$ cat src/core/sound_env_pkg.sv
// What this block does
// - linear step adds or subtracts step value
// - threshold reached ends attack or decay
// - duration is setting plus one tone cycles
// - envelope steps amplitude at each duration end that does not reload
// - no envelope: duration end reloads if ready
// - no envelope: duration end stops if unready
// - interrupt needs flag and enable both set
// - reload into buffers sets next-data flag
// - reload point while unready sets flag
// - write one clears flag, zero ignored
// - live amplitude loaded at reload, read only
// - envelope changes only live amplitude copy
// - counter advances on tone falling edge
// - counter wraps to zero at setting
// - every stop clears duration counter
// - shape field selects linear, gong, exponential
// - direction zero attacks, one decays
// - config write clears ready, software resets
// - tone cycle is two half periods
package sound_env_pkg;
  localparam int ADDR_W = 5;
  localparam int DATA_W = 8;
  localparam int AMP_W  = 11;
  localparam int DUR_W  = 8;
  localparam int FRAC_W = 5;

  localparam logic [ADDR_W-1:0] CTRL_ADR   = 5'h00;
  localparam logic [ADDR_W-1:0] ENV_ADR    = 5'h01;
  localparam logic [ADDR_W-1:0] AMP_H_ADR  = 5'h06;
  localparam logic [ADDR_W-1:0] AMP_L_ADR  = 5'h07;
  localparam logic [ADDR_W-1:0] STEP_H_ADR = 5'h08;
  localparam logic [ADDR_W-1:0] STEP_L_ADR = 5'h09;
  localparam logic [ADDR_W-1:0] THR_H_ADR  = 5'h0a;
  localparam logic [ADDR_W-1:0] THR_L_ADR  = 5'h0b;
  localparam logic [ADDR_W-1:0] DUR_ADR    = 5'h0c;
  localparam logic [ADDR_W-1:0] IE_ADR     = 5'h0d;
  localparam logic [ADDR_W-1:0] IF_ADR     = 5'h0e;
  localparam logic [ADDR_W-1:0] LIVE_H_ADR = 5'h10;
  localparam logic [ADDR_W-1:0] LIVE_L_ADR = 5'h11;
  localparam logic [ADDR_W-1:0] CNT_ADR    = 5'h12;

  localparam int RDR_BIT    = 1;
  localparam int STP_BIT    = 0;
  localparam int ENV_EN_BIT = 7;
  localparam int SHAPE_LSB  = 1;
  localparam int DIR_BIT    = 0;
  localparam int NDF_BIT    = 0;
  localparam int HI_W       = AMP_W - DATA_W;

  localparam logic [AMP_W-1:0]  AMP_MAX   = 11'h7ff;
  localparam logic [AMP_W-1:0]  AMP_ZERO  = 11'h000;
  localparam logic [FRAC_W-1:0] FRAC_ONES = 5'h1f;
  localparam logic [FRAC_W-1:0] FRAC_ZERO = 5'h00;
  localparam logic [DUR_W-1:0]  DUR_ZERO  = 8'h00;

  typedef enum logic [1:0] {
    SHAPE_LINEAR = 2'b00,
    SHAPE_GONG   = 2'b01,
    SHAPE_EXP    = 2'b10,
    SHAPE_RSVD   = 2'b11
  } shape_e;

  typedef enum logic [1:0] {
    ST_IDLE = 2'b01,
    ST_RUN  = 2'b10
  } run_e;
endpackage

$ cat src/core/sound_envelope_duration_irq.sv
module sound_envelope_duration_irq
  import sound_env_pkg::*;
(
  input  wire logic                             clk,
  input  wire logic                             reset,
  input  wire logic [sound_env_pkg::ADDR_W-1:0] addr,
  input  wire logic [sound_env_pkg::DATA_W-1:0] wdata,
  input  wire logic                             wr,
  input  wire logic                             rd,
  output logic      [sound_env_pkg::DATA_W-1:0] rdata,
  input  wire logic                             tone,
  output logic      [sound_env_pkg::AMP_W-1:0]  live_amplitude,
  output logic                                  reload_pulse,
  output logic                                  stop_pulse,
  output logic                                  running,
  output logic                                  irq
);
  // ----------------------------------------
  // declarations
  // ----------------------------------------
  logic             config_ready_ff;
  logic             stop_req_ff;
  logic             env_en_ff;
  shape_e           env_shape_ff;
  logic             env_dir_ff;
  logic [AMP_W-1:0] cfg_amp_ff;
  logic [AMP_W-1:0] amp_step_ff;
  logic [AMP_W-1:0] amp_thr_ff;
  logic [DUR_W-1:0] dur_ff;
  logic             irq_en_ff;
  logic             next_data_flag_ff;

  logic              en_buf_ff;
  shape_e            shape_buf_ff;
  logic              dir_buf_ff;
  logic [AMP_W-1:0]  step_buf_ff;
  logic [AMP_W-1:0]  thr_buf_ff;
  logic [DUR_W-1:0]  dur_buf_ff;
  logic [AMP_W-1:0]  live_amp_ff;
  logic [FRAC_W-1:0] frac_ff;
  run_e              state_ff;
  logic [DATA_W-1:0] rdata_ff;

  logic [DUR_W-1:0]  count;
  logic              dur_end;
  logic [AMP_W-1:0]  nxt_amp;
  logic [FRAC_W-1:0] nxt_frac;
  logic              reached;
  logic              start_evt;
  logic              reload_pt;
  logic              reload_evt;
  logic              stop_evt;
  logic              flag_set;
  logic              flag_clr;
  logic              is_run;

  // ----------------------------------------
  // address decode
  // ----------------------------------------
  function automatic logic is_cfg(input logic [ADDR_W-1:0] a);
    is_cfg = (a == ENV_ADR) || (a == AMP_H_ADR) || (a == AMP_L_ADR) ||
             (a == STEP_H_ADR) || (a == STEP_L_ADR) || (a == THR_H_ADR) ||
             (a == THR_L_ADR) || (a == DUR_ADR);
  endfunction

  // ----------------------------------------
  // event logic
  // ----------------------------------------
  assign is_run     = (state_ff == ST_RUN);
  assign start_evt  = !is_run && config_ready_ff && !stop_req_ff;
  assign reload_pt  = dur_end && (!en_buf_ff || reached);
  assign reload_evt = start_evt || (reload_pt && config_ready_ff && !stop_req_ff);
  assign stop_evt   = is_run && (stop_req_ff || (reload_pt && !config_ready_ff));
  assign flag_set   = start_evt || (is_run && reload_pt);
  assign flag_clr   = wr && (addr == IF_ADR) && wdata[NDF_BIT];

  // ----------------------------------------
  // submodules
  // ----------------------------------------
  tone_cycle_count u_count (
    .clk     (clk),
    .reset   (reset),
    .clear   (!is_run || stop_req_ff),
    .tone    (tone),
    .tone_cycles_per_step     (dur_buf_ff),
    .count   (count),
    .dur_end (dur_end)
  );

  envelope_step u_step (
    .amp      (live_amp_ff),
    .frac     (frac_ff),
    .step     (step_buf_ff),
    .thr      (thr_buf_ff),
    .shape    (shape_buf_ff),
    .decay    (dir_buf_ff),
    .nxt_amp  (nxt_amp),
    .nxt_frac (nxt_frac),
    .reached  (reached)
  );

  // ----------------------------------------
  // control register
  // ----------------------------------------
  always_ff @(posedge clk)
  begin
    if (reset)
    begin
      config_ready_ff <= 1'b0;
      stop_req_ff     <= 1'b0;
    end
    else if (wr && addr == CTRL_ADR)
    begin
      config_ready_ff <= wdata[RDR_BIT];
      stop_req_ff     <= wdata[STP_BIT];
    end
    else if (wr && is_cfg(addr))
      config_ready_ff <= 1'b0;
  end

  // ----------------------------------------
  // configuration registers
  // ----------------------------------------
  always_ff @(posedge clk)
  begin
    if (reset)
    begin
      env_en_ff    <= 1'b0;
      env_shape_ff <= SHAPE_LINEAR;
      env_dir_ff   <= 1'b0;
      cfg_amp_ff   <= AMP_ZERO;
      amp_step_ff  <= AMP_ZERO;
      amp_thr_ff   <= AMP_ZERO;
      dur_ff       <= DUR_ZERO;
      irq_en_ff    <= 1'b0;
    end
    else if (wr)
    begin
      case (addr)
        ENV_ADR:
        begin
          env_en_ff    <= wdata[ENV_EN_BIT];
          env_shape_ff <= shape_e'(wdata[SHAPE_LSB+1:SHAPE_LSB]);
          env_dir_ff   <= wdata[DIR_BIT];
        end
        AMP_H_ADR:  cfg_amp_ff[AMP_W-1:DATA_W]  <= wdata[HI_W-1:0];
        AMP_L_ADR:  cfg_amp_ff[DATA_W-1:0]      <= wdata;
        STEP_H_ADR: amp_step_ff[AMP_W-1:DATA_W] <= wdata[HI_W-1:0];
        STEP_L_ADR: amp_step_ff[DATA_W-1:0]     <= wdata;
        THR_H_ADR:  amp_thr_ff[AMP_W-1:DATA_W]  <= wdata[HI_W-1:0];
        THR_L_ADR:  amp_thr_ff[DATA_W-1:0]      <= wdata;
        DUR_ADR:    dur_ff                      <= wdata;
        IE_ADR:     irq_en_ff                   <= wdata[NDF_BIT];
        default:    irq_en_ff                   <= irq_en_ff;
      endcase
    end
  end

  // ----------------------------------------
  // run state
  // ----------------------------------------
  always_ff @(posedge clk)
  begin
    if (reset)
      state_ff <= ST_IDLE;
    else
    begin
      case (state_ff)
        ST_IDLE:
        begin
          if (start_evt)
            state_ff <= ST_RUN;
        end
        ST_RUN:
        begin
          if (stop_evt)
            state_ff <= ST_IDLE;
        end
        default: state_ff <= ST_IDLE;
      endcase
    end
  end

  // ----------------------------------------
  // buffers loaded at reload
  // ----------------------------------------
  always_ff @(posedge clk)
  begin
    if (reset)
    begin
      en_buf_ff    <= 1'b0;
      shape_buf_ff <= SHAPE_LINEAR;
      dir_buf_ff   <= 1'b0;
      step_buf_ff  <= AMP_ZERO;
      thr_buf_ff   <= AMP_ZERO;
      dur_buf_ff   <= DUR_ZERO;
    end
    else if (reload_evt)
    begin
      en_buf_ff    <= env_en_ff;
      shape_buf_ff <= env_shape_ff;
      dir_buf_ff   <= env_dir_ff;
      step_buf_ff  <= amp_step_ff;
      thr_buf_ff   <= amp_thr_ff;
      dur_buf_ff   <= dur_ff;
    end
  end

  // ----------------------------------------
  // live amplitude
  // ----------------------------------------
  always_ff @(posedge clk)
  begin
    if (reset)
    begin
      live_amp_ff <= AMP_ZERO;
      frac_ff     <= FRAC_ZERO;
    end
    else if (reload_evt)
    begin
      live_amp_ff <= cfg_amp_ff;
      frac_ff     <= env_dir_ff ? FRAC_ONES : FRAC_ZERO;
    end
    else if (is_run && dur_end && en_buf_ff)
    begin
      live_amp_ff <= nxt_amp;
      frac_ff     <= nxt_frac;
    end
  end

  // ----------------------------------------
  // next-data flag
  // ----------------------------------------
  always_ff @(posedge clk)
  begin
    if (reset)
      next_data_flag_ff <= 1'b0;
    else if (flag_set)
      next_data_flag_ff <= 1'b1;
    else if (flag_clr)
      next_data_flag_ff <= 1'b0;
  end

  // ----------------------------------------
  // read port
  // ----------------------------------------
  always_ff @(posedge clk)
  begin
    if (reset)
      rdata_ff <= '0;
    else if (rd)
    begin
      case (addr)
        CTRL_ADR:   rdata_ff <= DATA_W'({config_ready_ff, stop_req_ff});
        ENV_ADR:    rdata_ff <= {env_en_ff, 4'h0, env_shape_ff, env_dir_ff};
        AMP_H_ADR:  rdata_ff <= DATA_W'(cfg_amp_ff[AMP_W-1:DATA_W]);
        AMP_L_ADR:  rdata_ff <= cfg_amp_ff[DATA_W-1:0];
        STEP_H_ADR: rdata_ff <= DATA_W'(amp_step_ff[AMP_W-1:DATA_W]);
        STEP_L_ADR: rdata_ff <= amp_step_ff[DATA_W-1:0];
        THR_H_ADR:  rdata_ff <= DATA_W'(amp_thr_ff[AMP_W-1:DATA_W]);
        THR_L_ADR:  rdata_ff <= amp_thr_ff[DATA_W-1:0];
        DUR_ADR:    rdata_ff <= dur_ff;
        IE_ADR:     rdata_ff <= DATA_W'(irq_en_ff);
        IF_ADR:     rdata_ff <= DATA_W'(next_data_flag_ff);
        LIVE_H_ADR: rdata_ff <= DATA_W'(live_amp_ff[AMP_W-1:DATA_W]);
        LIVE_L_ADR: rdata_ff <= live_amp_ff[DATA_W-1:0];
        CNT_ADR:    rdata_ff <= count;
        default:    rdata_ff <= '0;
      endcase
    end
    else
      rdata_ff <= '0;
  end

  // ----------------------------------------
  // outputs
  // ----------------------------------------
  assign rdata          = rdata_ff;
  assign live_amplitude = live_amp_ff;
  assign reload_pulse   = reload_evt;
  assign stop_pulse     = stop_evt;
  assign running        = is_run;
  assign irq            = next_data_flag_ff && irq_en_ff;
endmodule

$ cat src/core/tone_cycle_count.sv
module tone_cycle_count
  import sound_env_pkg::*;
(
  input  wire logic                            clk,
  input  wire logic                            reset,
  input  wire logic                            clear,
  input  wire logic                            tone,
  input  wire logic [sound_env_pkg::DUR_W-1:0] tone_cycles_per_step,
  output logic      [sound_env_pkg::DUR_W-1:0] count,
  output logic                                 dur_end
);
  // ----------------------------------------
  // falling edge of tone
  // ----------------------------------------
  logic tone_ff;
  logic fall;

  always_ff @(posedge clk)
  begin
    if (reset)
      tone_ff <= 1'b0;
    else
      tone_ff <= tone;
  end

  // each fall closes one tone cycle of two half periods
  assign fall    = tone_ff && !tone && !clear;
  assign dur_end = fall && (count == tone_cycles_per_step);

  // ----------------------------------------
  // duration counter
  // ----------------------------------------
  always_ff @(posedge clk)
  begin
    if (reset || clear)
      count <= DUR_ZERO;
    else if (dur_end)
      count <= DUR_ZERO;
    else if (fall)
      count <= count + 8'h01;
  end
endmodule

$ cat src/core/envelope_step.sv
module envelope_step
  import sound_env_pkg::*;
(
  input  wire logic [sound_env_pkg::AMP_W-1:0]  amp,
  input  wire logic [sound_env_pkg::FRAC_W-1:0] frac,
  input  wire logic [sound_env_pkg::AMP_W-1:0]  step,
  input  wire logic [sound_env_pkg::AMP_W-1:0]  thr,
  input  wire sound_env_pkg::shape_e            shape,
  input  wire logic                             decay,
  output logic      [sound_env_pkg::AMP_W-1:0]  nxt_amp,
  output logic      [sound_env_pkg::FRAC_W-1:0] nxt_frac,
  output logic                                  reached
);
  // ----------------------------------------
  // one envelope step
  // ----------------------------------------
  logic [AMP_W+FRAC_W-1:0] whole;
  logic [AMP_W+FRAC_W-1:0] delta;
  logic [AMP_W+FRAC_W:0]   gsum;
  logic [AMP_W:0]          lsum;

  always_comb
  begin
    whole    = {amp, frac};
    delta    = whole >> FRAC_W;
    gsum     = {1'b0, whole} + {1'b0, delta};
    lsum     = {1'b0, amp} + {1'b0, step};
    nxt_amp  = amp;
    nxt_frac = frac;
    case (shape)
      SHAPE_LINEAR:
      begin
        if (!decay)
          nxt_amp = lsum[AMP_W] ? AMP_MAX : lsum[AMP_W-1:0];
        else
          nxt_amp = (amp < step) ? AMP_ZERO : amp - step;
      end
      SHAPE_GONG:
      begin
        if (!decay)
        begin
          if (gsum[AMP_W+FRAC_W])
            {nxt_amp, nxt_frac} = {AMP_MAX, FRAC_ONES};
          else
            {nxt_amp, nxt_frac} = gsum[AMP_W+FRAC_W-1:0];
        end
        else
          {nxt_amp, nxt_frac} = whole - delta;
      end
      SHAPE_EXP:
      begin
        if (!decay)
          nxt_amp = amp[AMP_W-1] ? AMP_MAX : {amp[AMP_W-2:0], 1'b1};
        else
          nxt_amp = amp >> 1;
      end
      default:
      begin
        nxt_amp  = amp;
        nxt_frac = frac;
      end
    endcase
    reached = decay ? (nxt_amp <= thr) : (nxt_amp >= thr);
  end
endmodule

$ cat config.mk
export PLATFORM = sky130hd
export DESIGN_NAME = sound_envelope_duration_irq
export DESIGN_NICKNAME = d
export VERILOG_FILES = /design/src/core/sound_env_pkg.sv /design/src/core/sound_envelope_duration_irq.sv /design/src/core/tone_cycle_count.sv /design/src/core/envelope_step.sv
export SDC_FILE = /design/constraint.sdc
export NUM_CORES = 1
export LEC_CHECK = 0
export BUFFER_PORTS_ARGS = -buffer_cell sky130_fd_sc_hd__buf_2
export CORE_ASPECT_RATIO = 0.8
export CORE_UTILIZATION = 45
export CTS_CLUSTER_DIAMETER = 30
export CTS_CLUSTER_SIZE = 20
export DETAILED_ROUTE_END_ITERATION = 8
export MAX_ROUTING_LAYER = met4
export PLACE_DENSITY = 0.67
export SYNTH_ARGS = -nofsm -noshare
export SYNTH_HDL_FRONTEND = slang
export SYNTH_SLANG_ARGS = --single-unit
$ cat constraint.sdc
create_clock -name clk -period 5.05 [get_ports clk]
set_clock_uncertainty 0.1 [all_clocks]
set_input_delay 0.2525 -clock clk [delete_from_list [all_inputs] [get_ports clk]]
set_output_delay 0.2525 -clock clk [all_outputs]
set_load 0.02 [all_outputs]
==> summary.md <==
| Metric | Value |
|---|---|
| Outcome | complete, but fails checks |
| Failing checks | setup timing |
| DIE AREA | 18,900 um^2 |
| Grt total ovfl | 0 |
| Clock tree buffer depth | 2 |
| Detail Placement HPWL | 20,100 um |
| Final period util | 102% |
| First-pass GRT wire length | 42,400 um |
| WL final | 28,100 um |
| Pre-antenna DRT Iters | 8 |
| #FFs+latches synth | 118 |
| Total track usage | 30.0% |
| Vias in the first global route | 7,589 |
| CTS Buf Count | 17 |
| Synth top area cells | dfxtp_1 (29%), ha_1 (8.6%), a21oi_1 (6.3%) |
| Synth Instances | 1,058 |
| H-tree depth | 4 |
| Slew Viols, Final | 0 |
| Fillers | 1,532 |
| Worst hold path type | in -> reg |
| Worst setup margin | -0.0985 ns |
| CP Class | reg -> out |
| Synthesized Nets | 1,137 |
| P_leak | 3.99 nW |
| Placed inst area | 9150 um^2 |
| WL per Instance | 20.2 um |
| Startpoint types | flip-flop |
| Multi-input logic area | 5880 um^2 |
| Cell taking the most area after synthesis | dfxtp_1 |
| PD cells | 211 nW/um^2 |
| Max Cap Viol | 0 |
| CTS tree | done |
| DP Cell Count | 1,343 |
| Core area | 17,600 um^2 |
| DRC violations left | 0 |
| RSZ-0062 raised after global routing | true |
| Post-synth EDFFs | 0 |
| Area of the mapped netlist | 8250 um^2 |
| Slew margin rel. | 28.5% |
| PortBufs | 40 |
| Initial Util | 46.7% |
| Final setup violation count | 2 |
| Post-DRT Antenna Nets | 0 |
| Ys flop type | dfxtp_1 |
| Die W | 153 um |
| Setup crit end kind | output pin |
| Routed via count | 8,585 |
| Initial antenna violation count | 0 |
| Die Height | 123 um |
| Diode count | 0 |
| Share of layout cells above drive strength 1 | 22.7% |
| Worst-margin pin slew | 1.06 ns |
| Crit path time final | 5.15 ns |
| Avg Inst Size Synth | 7.79 um^2 |
| Final instance area | 10,400 um^2 |
| Max IR drop VDD | 0.247 mV |
| Top achievable clock speed | 194 MHz |
| Hold slack | 0.0379 ns |
| Total power | 0.00220 W |
| Data arrival time at the worst-slack endpoint | 4.80 ns |
| Pin count of the biggest net entering global routing | 98 |
| Seq. cell area | 2380 um^2 |
| Vias per cell | 6.17 |
| Final std cells w/o fill | 1,391 |
| Worst Path Max Fanout | 5 |
| I/O pins | 41 |
| Seq/Total Area, Yosys | 28.6% |
| # nets final | 1,237 |
| Routability congestion estimate | 1.01 |
| Netlist cell types | 76 |
| Share of the synthesized area in the top cell type | 28.6% |
| Final Hold Fails | 0 |
| Root Buffer | clkbuf_16 |
| Clock-pin slew on the worst setup and hold paths | 0.06 ns |
| DRT iter0 DRCs | 954 |
| Post-synth ARST share | 0% |
| Critical Path RT | 4.70 ns |
| Core Rows | 43 |
| CTS sink count | 118 |
| Clock Latency Late Sink | 0.41 ns |
| Area delta synth->final | 26.5% |
| Ys Warns | 0 |
==> routing by layer <==
metal  global-route usage, %  vias up  part of all wire (%)
met3                    5.85       43                   9.1
li1                        -     4009                     -
met2                    42.6      446                    44
met4                    9.44        0                   1.6
met1                    42.6     4087                    45
met5                       -        -                     0
==> area by class of cell <==
class	instances	share of cell area (%)
Clock inverter	5	0.720
Multi-Input combinational cell	816	56.3
Tap cell	225	2.70
Inverter	59	2.17
Timing Repair Buffer	146	10.6
Sequential cell	118	22.8
Clock buffer	22	4.64
==> synth_stat cells (5+ instances only) <==
cell	n
dfxtp_1	118
o31ai_1	8
a221o_1	5
a22o_1	14
a211oi_1	11
xnor2_1	38
or3_1	8
o21bai_1	6
buf_2	9
a21oi_1	104
inv_1	58
o21a_1	19
clkbuf_1	52
o21ai_0	34
ha_1	57
a31oi_1	18
nor2_1	81
nand2_1	117
nand4_1	5
a21o_1	8
nor3_1	27
mux2i_1	31
nor2b_1	14
o211ai_1	7
xor2_1	11
a22oi_1	21
a221oi_1	11
nand3_1	61
nand2b_1	20
o31a_1	6
==> path summary, 6_finish.rpt <==
path	startpoint	end	slack, ns	cells after the start
setup / recovery	live_amplitude[3]$_SDFFE_PP0P_	reload_pulse	-0.1	22
hold / removal	wdata[6]	cfg_amp_ff[6]$_SDFFE_PP0P_	0.04	3
setup reg to reg	live_amplitude[3]$_SDFFE_PP0P_	step_buf_ff[10]$_SDFFE_PP0P_	0.04	24
hold reg to reg	thr_buf_ff[8]$_SDFFE_PP0P_	thr_buf_ff[8]$_SDFFE_PP0P_	0.36	2
==> through the flow <==
step	util, %	setup slack [ns]	TNS [ns]
2_1_floorplan	-	0.0341	0
3_3_place_gp	51.8	-0.0760	-1.90
3_5_place_dp	51.8	-0.0356	-0.103
4_1_cts	56.4	0.000759	0
5_1_grt	59.1	-0.238	-3.43
6_report	59.1	-0.0985	-0.113
==> layout by cell type (no fill, tap or decap), drive strengths merged, types with 20 or more instances in the layout <==
cell,count
a22oi,21
nand2b,20
nand3,61
clkbuf,24
xnor2,38
a21oi,104
nor3,29
buf,143
dfxtp,118
o21ai,34
inv,58
nor2,84
ha,57
nand2,118
mux2i,31
==> kinds of logic after synthesis <==
kind of cell	Yosys count	synth area share (%)
AND/OR/NAND/NOR	363	20.7
AO/OA/AOI/OAI	311	25.9
buffers and inverters	124	6.02
flip-flops	118	28.6
adder cells (fa/ha/maj)	61	9.62
XOR/XNOR	49	5.20
multiplexers	32	3.90
==> registers in the layout (all words and copies together), names as in the netlist, 5 cells and up <==
register and flops:
thr_buf_ff 11, u_count.count 8, amp_thr_ff 11, live_amplitude 11, frac_ff 5, dur_buf_ff 8
cfg_amp_ff 11, dur_ff 8, step_buf_ff 11, amp_step_ff 11, rdata 8
==> power breakdown <==
part	internal (W)	leakage [nW]	total [W]	switching (W)
combinational	0.0000279	2.76	0.0000903	0.0000624
clock	0.000761	0.279	0.00118	0.000414
sequential	0.000934	0.955	0.000937	0.00000344
==> worst max-delay path, stage by stage, from the launching register on <==
cell and delay [ns]:
dfxtp_2 0.34, buf_4 0.16, ha_1 0.21, nor2b_1 0.16, a2111o_1 0.44, a311oi_4 0.38
buf_6 0.17, a2111oi_4 0.07, buf_4 0.15, mux2i_1 0.12, or3_1 0.13, o311ai_2 0.13
a31o_2 0.26, ha_1 0.29, nand4_1 0.13, o31ai_2 0.30, buf_4 0.21, nor3_4 0.05
mux2i_2 0.24, nand2_2 0.15, clkinv_4 0.09, buf_6 0.09, buf_6 0.10
==> repair_timing <==
item | in CTS | in global routing
hold buffers | 1 | 0
setup buffers | 8 | 10
pin swaps | 19 | 27
hold endpoints to repair | 1 | 0
endpoints found under the setup margin | 47 | 53
gates cloned | 0 | 2
resized for setup | 43 | 69
Note: power is estimated with default switching activity, not from simulation.
